==> src/include/rx_timing_cfg.svh <==
/*
 * Register map, field positions, reset values and timing counts of the
 * receive timing configuration bank.
 * Assumes it is included by bare name after the types package.
 */
// Notes on behaviour
// modulation bit 7 picks FSK when 0, ASK when 1; no effect in full duplex.
// five-bit sleep count sets sleep as count x 1024 decoder clocks x multiplier.
// sleep extend bit gives sleep multiplier 1 when clear, 8 when set.
// limit extend bit gives limit multiplier 1 or 2, scaling both limit times.
// bit-check code 0..3 checks 0, 3, 6 or 9 bits in receive.
// minimum limit time is field value times extended decoder clock period.
// host keeps minimum limit at 10 or more, maximum limit at 12 or more.
// maximum limit time is field value minus one times extended period.
// bit-rate range gives extended period factor 8, 4, 2, 1 times limit multiplier.
// with range 1, full duplex bit rate is one per 168 decoder clocks.
// host avoids range 3 when receiving ASK; receiver stops above 10 kbit/s.
`ifndef RX_TIMING_CFG_SVH
`define RX_TIMING_CFG_SVH

// ----------------------------------------------------------------------
// register indices; byte address is four times the index
// ----------------------------------------------------------------------
`define IDX_MOD_SLEEP      4'h3
`define IDX_BITCHECK_COUNT_MIN     4'h4
`define IDX_RATE_MAX       4'h5
`define IDX_STATUS         4'h6

// ----------------------------------------------------------------------
// reset values
// ----------------------------------------------------------------------
`define RST_MOD_SLEEP      8'h60
`define RST_BITCHECK_COUNT_MIN     8'h4b
`define RST_RATE_MAX       8'ha0

// ----------------------------------------------------------------------
// field positions
// ----------------------------------------------------------------------
`define F_MOD_SEL          7
`define F_SLEEP_HI         6
`define F_SLEEP_LO         2
`define F_SLEEP_EXT        1
`define F_LIM_EXT          0
`define F_CODE_HI          7
`define F_CODE_LO          6
`define F_LIM_HI           5
`define F_LIM_LO           0

// ----------------------------------------------------------------------
// timing counts, in decoder clock periods unless noted
// ----------------------------------------------------------------------
`define SLEEP_UNIT_DCLK    1024
`define SLEEP_EXT_SHIFT    3
`define FD_BIT_DCLK        8'd168
`define DCLK_DIV_CORE      8'd4
`define LIM_MIN_FLOOR      6'd10
`define LIM_MAX_FLOOR      6'd12
`define RANGE_FD_FIXED     2'd1
`define RANGE_FASTEST      2'd3

`endif

==> src/include/rx_timing_pkg.sv <==
/*
 * Types shared by the receive timing configuration bank.
 * Assumes nothing beyond a SystemVerilog compiler.
 */
package rx_timing_pkg;

  // transceiver operating mode, driven by the mode sequencer
  typedef enum logic [2:0] {
    mode_idle,
    mode_rx,
    mode_tx,
    mode_fd_master,
    mode_fd_slave
  } op_mode_t;

  typedef enum logic {
    sleep_idle,
    sleep_run
  } sleep_state_t;

endpackage : rx_timing_pkg

==> src/hw/tick_divider.sv <==
/*
 * Counts step pulses and emits a one-cycle tick every period steps.
 * Assumes step and run come from logic on core_clk.
 */
`timescale 1ns/1ps
module tick_divider (
  input  wire logic       core_clk,
  input  wire logic       reset,
  input  wire logic       step,
  input  wire logic       run,
  input  wire logic [7:0] period,
  output logic            tick
);
  logic [7:0] count_reg;
  logic [7:0] count_next;
  logic [7:0] last_count;
  logic       wrap;

  // a zero period behaves as one so the tick never stalls
  assign last_count = (period == 8'h00) ? 8'h00 : period - 8'h01;
  assign wrap       = step && (count_reg >= last_count);
  assign count_next = !run ? 8'h00 :
                      wrap ? 8'h00 :
                      step ? count_reg + 8'h01 : count_reg;

  always_ff @(posedge core_clk) begin
    if (reset) begin
      count_reg <= 8'h00;
      tick      <= 1'b0;
    end else begin
      count_reg <= count_next;
      tick      <= run && wrap;
    end
  end
endmodule : tick_divider

==> src/hw/sleep_timer.sv <==
/*
 * Polling sleep timer: counts decoder clock ticks down from a total.
 * Assumes start and step are single-cycle pulses on core_clk; abort is held as a level.
 */
`timescale 1ns/1ps
module sleep_timer
  import rx_timing_pkg::*;
(
  input  wire logic        core_clk,
  input  wire logic        reset,
  input  wire logic        start,
  input  wire logic        abort,
  input  wire logic        step,
  input  wire logic [17:0] total,
  output logic             busy,
  output logic             done
);
  sleep_state_t state_reg;
  logic [17:0]  left_reg;

  assign busy = (state_reg == sleep_run);

  always_ff @(posedge core_clk) begin
    if (reset) begin
      state_reg <= sleep_idle;
      left_reg  <= 18'h00000;
      done      <= 1'b0;
    end else begin
      done <= 1'b0;
      unique case (state_reg)
        sleep_idle: begin
          // a zero total ends at once rather than sleeping forever
          if (start && !abort) begin
            if (total == 18'h00000) begin
              done <= 1'b1;
            end else begin
              left_reg  <= total;
              state_reg <= sleep_run;
            end
          end
        end
        sleep_run: begin
          if (abort) begin
            state_reg <= sleep_idle;
          end else if (step) begin
            left_reg <= left_reg - 18'h00001;
            if (left_reg == 18'h00001) begin
              done      <= 1'b1;
              state_reg <= sleep_idle;
            end
          end
        end
      endcase
    end
  end
endmodule : sleep_timer

==> src/hw/rx_timing_config_registers.sv <==
/*
 * Receive timing configuration bank: three byte-wide control registers
 * behind an APB slave, plus the timing they derive: decoder clock tick,
 * extended decoder clock tick, full duplex bit tick, limit times,
 * bit-check length and the polling sleep timer.
 * Assumes mode and sleep_start come from the mode sequencer on core_clk,
 * and an APB master on core_clk.
 */
`timescale 1ns/1ps
`include "rx_timing_cfg.svh"
module rx_timing_config_registers
  import rx_timing_pkg::*;
#(
  parameter int unsigned SLEEP_UNIT = `SLEEP_UNIT_DCLK,
  parameter logic [7:0]  DCLK_DIV   = `DCLK_DIV_CORE
)(
  input  wire logic        core_clk,
  input  wire logic        reset,
  // apb slave
  input  wire logic        psel,
  input  wire logic        penable,
  input  wire logic        pwrite,
  input  wire logic [7:0]  paddr,
  input  wire logic [31:0] pwdata,
  input  wire logic [3:0]  pstrb,
  output logic [31:0]      prdata,
  output logic             pready,
  output logic             pslverr,
  // sequencer side
  input  wire op_mode_t    mode,
  input  wire logic        sleep_start,
  // derived settings
  output logic             ask_mode,
  output logic [3:0]       bitcheck_bits,
  output logic             bitcheck_active,
  output logic [4:0]       xdclk_factor,
  output logic [9:0]       lim_min_dclk,
  output logic [9:0]       lim_max_dclk,
  output logic             limits_active,
  output logic [17:0]      sleep_dclk,
  // timing
  output logic             dclk_tick,
  output logic             xdclk_tick,
  output logic             fd_bit_tick,
  output logic             sleep_busy,
  output logic             sleep_done
);

  // --------------------------------------------------------------------
  // functions
  // --------------------------------------------------------------------
  function automatic logic hits(input logic [7:0] addr,
                                input logic [3:0] idx);
    hits = (addr == {2'b00, idx, 2'b00});
  endfunction : hits

  // bit-check length for a two-bit code
  function automatic logic [3:0] check_len(input logic [1:0] code);
    unique case (code)
      2'd0: check_len = 4'd0;
      2'd1: check_len = 4'd3;
      2'd2: check_len = 4'd6;
      2'd3: check_len = 4'd9;
    endcase
  endfunction : check_len

  // extended decoder clock period in decoder clock periods
  function automatic logic [4:0] rate_factor(input logic [1:0] range,
                                             input logic       lim_ext);
    logic [4:0] base;
    base = 5'd1;
    unique case (range)
      2'd0: base = 5'd8;
      2'd1: base = 5'd4;
      2'd2: base = 5'd2;
      2'd3: base = 5'd1;
    endcase
    rate_factor = lim_ext ? {base[3:0], 1'b0} : base;
  endfunction : rate_factor

  // --------------------------------------------------------------------
  // registers
  // --------------------------------------------------------------------
  logic [7:0]  mod_sleep_reg;
  logic [7:0]  bitcheck_count_min_reg;
  logic [7:0]  rate_max_reg;
  logic [7:0]  mod_sleep_next;
  logic [7:0]  bitcheck_count_min_next;
  logic [7:0]  rate_max_next;
  logic [7:0]  status_val;
  logic [7:0]  read_val;
  logic [31:0] prdata_next;

  // --------------------------------------------------------------------
  // apb decode
  // --------------------------------------------------------------------
  wire hit_mod    = hits(paddr, `IDX_MOD_SLEEP);
  wire hit_min    = hits(paddr, `IDX_BITCHECK_COUNT_MIN);
  wire hit_max    = hits(paddr, `IDX_RATE_MAX);
  wire hit_status = hits(paddr, `IDX_STATUS);
  wire hit_rw     = hit_mod || hit_min || hit_max;
  wire mapped     = hit_rw || hit_status;
  wire setup      = psel && !penable;
  wire access     = psel && penable;
  // status is read only; a write to it is refused like a hole
  wire bad_access = !mapped || (pwrite && hit_status);
  wire wr_commit  = access && pwrite && !bad_access && pstrb[0];

  // zero wait states: every access completes in its first access cycle
  assign pready  = 1'b1;
  assign pslverr = access && bad_access;

  assign mod_sleep_next  = (wr_commit && hit_mod) ?
                           pwdata[7:0] : mod_sleep_reg;
  assign bitcheck_count_min_next = (wr_commit && hit_min) ?
                           pwdata[7:0] : bitcheck_count_min_reg;
  assign rate_max_next   = (wr_commit && hit_max) ?
                           pwdata[7:0] : rate_max_reg;

  assign read_val = hit_mod    ? mod_sleep_reg  :
                    hit_min    ? bitcheck_count_min_reg :
                    hit_max    ? rate_max_reg   :
                    hit_status ? status_val     : 8'h00;
  // read data is caught in the setup cycle and held through access
  assign prdata_next = setup ? {24'h000000, read_val} : prdata;

  always_ff @(posedge core_clk) begin
    if (reset) begin
      mod_sleep_reg  <= `RST_MOD_SLEEP;
      bitcheck_count_min_reg <= `RST_BITCHECK_COUNT_MIN;
      rate_max_reg   <= `RST_RATE_MAX;
      prdata         <= 32'h00000000;
    end else begin
      mod_sleep_reg  <= mod_sleep_next;
      bitcheck_count_min_reg <= bitcheck_count_min_next;
      rate_max_reg   <= rate_max_next;
      prdata         <= prdata_next;
    end
  end

  // --------------------------------------------------------------------
  // field extraction and mode qualification
  // --------------------------------------------------------------------
  wire       mod_sel    = mod_sleep_reg[`F_MOD_SEL];
  wire [4:0] sleep_cnt  = mod_sleep_reg[`F_SLEEP_HI:`F_SLEEP_LO];
  wire       sleep_ext  = mod_sleep_reg[`F_SLEEP_EXT];
  wire       limit_ext  = mod_sleep_reg[`F_LIM_EXT];
  wire [1:0] check_code = bitcheck_count_min_reg[`F_CODE_HI:`F_CODE_LO];
  wire [5:0] lim_min    = bitcheck_count_min_reg[`F_LIM_HI:`F_LIM_LO];
  wire [1:0] rate_range = rate_max_reg[`F_CODE_HI:`F_CODE_LO];
  wire [5:0] lim_max    = rate_max_reg[`F_LIM_HI:`F_LIM_LO];

  wire in_rx      = (mode == mode_rx);
  wire in_fd      = (mode == mode_fd_master) || (mode == mode_fd_slave);
  wire limit_mode = in_rx || (mode == mode_fd_slave);
  wire check_mode = in_rx || (mode == mode_fd_slave);

  // limit multiplier only counts where the limits are used
  wire       lim_ext_eff = limit_ext && limit_mode;
  wire [4:0] factor_val  = rate_factor(rate_range, lim_ext_eff);

  // --------------------------------------------------------------------
  // derived settings
  // --------------------------------------------------------------------
  logic        ask_next;
  logic [3:0]  check_next;
  logic [9:0]  min_next;
  logic [9:0]  max_next;
  logic [17:0] sleep_base;
  logic [17:0] sleep_next;
  logic [5:0]  max_less_one;

  // modulation holds its last meaning in full duplex: no effect there
  assign ask_next   = in_fd ? ask_mode : mod_sel;
  assign check_next = check_len(check_code);
  assign min_next   = 10'(lim_min) * 10'(factor_val);
  // a zero field would wrap; clamp since such values are unsupported
  assign max_less_one = (lim_max == 6'h00) ? 6'h00 :
                        lim_max - 6'h01;
  assign max_next   = 10'(max_less_one) * 10'(factor_val);
  assign sleep_base = 18'(sleep_cnt) * 18'(SLEEP_UNIT);
  assign sleep_next = sleep_ext ?
                      18'(sleep_base << `SLEEP_EXT_SHIFT) : sleep_base;

  always_ff @(posedge core_clk) begin
    if (reset) begin
      ask_mode        <= 1'b0;
      bitcheck_bits   <= 4'd3;
      bitcheck_active <= 1'b0;
      xdclk_factor    <= 5'd2;
      lim_min_dclk    <= 10'd22;
      lim_max_dclk    <= 10'd62;
      limits_active   <= 1'b0;
      sleep_dclk      <= 18'h00000;
    end else begin
      ask_mode        <= ask_next;
      bitcheck_bits   <= check_next;
      bitcheck_active <= check_mode;
      xdclk_factor    <= factor_val;
      lim_min_dclk    <= min_next;
      lim_max_dclk    <= max_next;
      limits_active   <= limit_mode;
      sleep_dclk      <= sleep_next;
    end
  end

  // --------------------------------------------------------------------
  // clock ticks
  // --------------------------------------------------------------------
  // decoder clock derived from core_clk; divider is a plain default
  tick_divider u_dclk (
    .core_clk (core_clk),
    .reset    (reset),
    .step     (1'b1),
    .run      (1'b1),
    .period   (DCLK_DIV),
    .tick     (dclk_tick)
  );

  tick_divider u_xdclk (
    .core_clk (core_clk),
    .reset    (reset),
    .step     (dclk_tick),
    .run      (1'b1),
    .period   ({3'b000, factor_val}),
    .tick     (xdclk_tick)
  );

  // only range 1 fixes the full duplex rate; other ranges leave it off
  wire fd_fixed_run = in_fd && (rate_range == `RANGE_FD_FIXED);

  tick_divider u_fd_bit (
    .core_clk (core_clk),
    .reset    (reset),
    .step     (dclk_tick),
    .run      (fd_fixed_run),
    .period   (`FD_BIT_DCLK),
    .tick     (fd_bit_tick)
  );

  // --------------------------------------------------------------------
  // polling sleep
  // --------------------------------------------------------------------
  // sleep settings mean nothing outside receive, so leaving it aborts
  wire sleep_go    = sleep_start && in_rx;
  wire sleep_abort = !in_rx;

  sleep_timer u_sleep (
    .core_clk (core_clk),
    .reset    (reset),
    .start    (sleep_go),
    .abort    (sleep_abort),
    .step     (dclk_tick),
    .total    (sleep_next),
    .busy     (sleep_busy),
    .done     (sleep_done)
  );

  // --------------------------------------------------------------------
  // status, read only
  // --------------------------------------------------------------------
  // flags values the host must not program; the logic still runs
  wire min_low  = (lim_min < `LIM_MIN_FLOOR);
  wire max_low  = (lim_max < `LIM_MAX_FLOOR);
  wire ask_fast = mod_sel && (rate_range == `RANGE_FASTEST);

  assign status_val = {3'b000, ask_fast, max_low, min_low,
                       limit_mode, sleep_busy};

endmodule : rx_timing_config_registers

==> config.mk <==
export PLATFORM = sky130hd
export DESIGN_NAME = rx_timing_config_registers
export DESIGN_NICKNAME = d
export VERILOG_FILES = /design/src/include/rx_timing_pkg.sv /design/src/hw/tick_divider.sv /design/src/hw/sleep_timer.sv /design/src/hw/rx_timing_config_registers.sv
export VERILOG_INCLUDE_DIRS = /design/src /design/src/include
export SDC_FILE = /design/constraint.sdc
export NUM_CORES = 1
export LEC_CHECK = 0
export BUFFER_PORTS_ARGS = -buffer_cell sky130_fd_sc_hd__buf_2
export CAP_MARGIN = 20
export CORE_MARGIN = 2
export CORE_UTILIZATION = 45
export DETAILED_ROUTE_END_ITERATION = 10
export GPL_TIMING_DRIVEN = 0
export PLACE_DENSITY = 0.67
export SETUP_SLACK_MARGIN = 0.5
export SKIP_CTS_REPAIR_TIMING = 1
export SYNTH_ARGS = -nofsm -noshare
export SYNTH_HDL_FRONTEND = slang
export SYNTH_SLANG_ARGS = --single-unit
==> constraint.sdc <==
create_clock -name core_clk -period 7.35 [get_ports core_clk]
set_clock_uncertainty 0.2 [all_clocks]
set_input_delay 1.47 -clock core_clk [delete_from_list [all_inputs] [get_ports core_clk]]
set_output_delay 1.47 -clock core_clk [all_outputs]
set_load 0.05 [all_outputs]
==> flow_summary.yaml <==
run_status:
  status: "completed"
grt:
  grt_pass1_wl_um: 26450
  antenna_found_initial: 0
  grt_start_max_net_pins: 17
  grt-ovfl-total: 0
  grt_pass1_vias: 5325
  grtUsageTotal_pct: 20.28
floorplan:
  io_pins: 142
  die_h_um: 129.9
  die_x_um: 129.9
  start_util_pct: 45.41
  dieArea_um2: 16880
  coreArea_um2: 15710
  rows: 46
timing:
  slew_headroom_pct: 40.40
  tns_ns: 0
  max_freq_mhz: 166.9
  rsz0062_at_grt: "no"
  post-route-period-util_pct: 81.54
  hold_viol: 0
  setup_viol: 0
  min_period_ns: 5.993
  final-max-slew-violation-count: 0
  worst_slew_pin_slew_ns: 0.8891
synth:
  async_flop_share_pct: 0
  ys_ff_latch: 118
  syn_area_um2: 7134
  synth_cell_types: 72
  synth_area_per_cell_um2: 8.974
  synth_cells: 795
  ys.flop_type: "dfxtp_1"
  synth_edf_count: 0
  ys_warn_count: 0
  synth_seq_area_share_pct: 33.11
critical_path:
  path_cells: "buf_2 > xor2_2 > nand3_2 > xor2_1 > nand2b_1 > or2_1 > fa_1 > fa_1 > fa_1 > inv_1 > ha_1 > a21o_1 > a21o_1 > a21oi_1 > mux2i_1 > o311ai_0"
  cpMaxStageDelayCell: "fa_1"
  worstPathMaxFanout: 8
  end_kind: "register"
  cp_slowest_stage_delay_ns: 0.55
  path_common_cell: "fa_1"
  critPathArrivalTime_ns: 6.07
  critPathKind: "input port to register"
  cp.required_ns: 7.43
  start_kind: "input port"
detailed_routing:
  vias: 5859
  drtAntennaViolNets: 0
  drt-initial-drc-count: 357
  viasPerCell: 5.051
  remaining_drc_errors: 0
  drt-pass1-iter-count: 4
  wire_per_inst_um: 14.43
  drt_wl_total_um: 16730
hold_path:
  hold_path.class: "register to register"
clock_tree:
  cts.clk_slew.worst_paths_ns: 0.06
  cts_tree: "yes"
  cts_root_buffer: "clkbuf_16"
  cts_buffers: 17
  cts_num_sinks: 118
  max-clock-path-buffers: 2
  h-tree-depth: 4
  clock_latency_ns: 0.43
final_layout:
  nets: 1059
  syn_to_final_growth_pct: 19.26
  diodes: 0
  final_core_util_pct: 54.15
  drive_above_1_share_pct: 19.60
  largest_register_ffs: 18
power:
  peakVddDrop_mv: 0.1743
  power.leakage_nw: 3.886
  power_density_nw_per_um2: 187.8
flow_run:
  max-cap-violations: 0
place:
  place.gp.congestion: 0.8711
  hpwl_um: 12670
  portBuffers: 78
==> area by class of cell <==
cell class,count,area [µm²]
fillers,1495,7204
multi-input cells,611,4382
flip-flops and latches,118,2362
clock buffers,18,439.2
repair buffers,78,390.4
plain buffers,62,375.4
well taps,216,270.3
inverters,43,161.4
clock inverters,14,127.6
==> worst paths after layout <==
check	slack, ns	cells after the start	start	to
max	1.36	16	mode[2]	lim_max_dclk[8]
max reg2reg	2.40	15	rate_max_reg[6]	lim_min_dclk[8]
min reg2reg	0.24	1	u_dclk.count_reg[0]	u_dclk.count_reg[0]
min	0.24	1	u_dclk.count_reg[0]	u_dclk.count_reg[0]
==> placed cells by master (no fill, tap or decap), types with 9 or more instances in the layout <==
cell type / synthesis / layout
dfxtp_1: 118 / 118
nor2_1: 105 / 105
buf_2: 3 / 81
ha_1: 53 / 53
conb_1: 2 / 41
nand2_1: 40 / 40
inv_1: 39 / 39
buf_4: 37 / 37
mux2i_1: 31 / 31
a21oi_1: 27 / 27
nor2b_1: 25 / 25
fa_1: 22 / 22
xnor2_1: 21 / 21
clkbuf_1: 19 / 19
clkbuf_16: 0 / 17
xor2_1: 16 / 16
and2_1: 16 / 16
nor3_1: 16 / 16
and3_1: 13 / 13
nand2b_1: 13 / 13
o21ai_0: 12 / 12
nor3b_1: 11 / 11
or2_2: 10 / 10
a22oi_1: 9 / 9
a21o_1: 9 / 9
a211o_1: 9 / 9
==> Yosys cell counts (10+ instances only) <==
cell      number  area [µm²]
dfxtp_1      118        2362
nor2_1       105       394.1
ha_1          53       663.1
nand2_1       40       150.1
inv_1         39       146.4
buf_4         37       277.8
mux2i_1       31       310.3
a21oi_1       27       135.1
nor2b_1       25       156.4
fa_1          22       440.4
xnor2_1       21       183.9
clkbuf_1      19       71.32
and2_1        16       100.1
nor3_1        16       80.08
xor2_1        16       140.1
and3_1        13       81.33
nand2b_1      13       81.33
o21ai_0       12       60.06
nor3b_1       11       82.58
or2_2         10       62.56
==> report_power, final <==
part | leakage (nW) | switching, W | internal [W] | total (W)
registers | 0.956 | 0.00000703 | 0.000647 | 0.000654
clock network | 0.269 | 0.000315 | 0.000474 | 0.000788
logic | 2.66 | 0.000108 | 0.0000469 | 0.000155
==> logic make-up after synthesis <==
group                      count (synthesis)  synth area share (%)
adders and majority gates                 76                 15.61
muxes                                     33                 4.665
AOI/OAI and AO/OA                        119                 11.24
DFF                                      118                 33.11
and+or+nand+nor                          304                 22.97
other                                      2                0.1053
xor gates and xnor gates                  38                 4.770
buffers and inverters                    105                 7.524
==> per-stage QoR <==
| step | hold slack [ns] | std cells | total power, W | setup WS [ns] | area [µm²] |
|---|---|---|---|---|---|
| 6_report | 0.2389 | 1160 | 0.001598 | 1.357 | 8508 |
| 5_1_grt | 0.2366 | 1160 | 0.001651 | 1.022 | 8508 |
| 4_1_cts | 0.2343 | 1160 | 0.001604 | 1.348 | 8508 |
| 3_5_place_dp | 0.2264 | 1128 | 0.0008214 | 0.9123 | 7941 |
| 3_3_place_gp | 0.2195 | 1128 | 0.0008209 | 0.9222 | 7941 |
| 2_1_floorplan | 0.2052 | 834 | 0.0007868 | 1.694 | 7281 |
==> worst max-delay path: cells and delay by family <==
kind,cells,cell delay [ns]
and+or+nand+nor,3,0.82
buffers and inverters,2,0.19
adders and majority gates,4,1.92
AOI/OAI and AO/OA,4,0.67
muxes,1,0.18
xor gates and xnor gates,2,0.79
==> metal layers <==
metal	share of wire [%]	vias to the layer above	global-route usage, %	routed length [µm]
li1	-	2944	-	-
met1	48	2716	28.78	8088
met2	44	175	30.71	7321
met3	5.9	24	4.059	986
met4	2.0	0	7.274	337
met5	0	-	0	0
(Power assumes the default switching activity.)
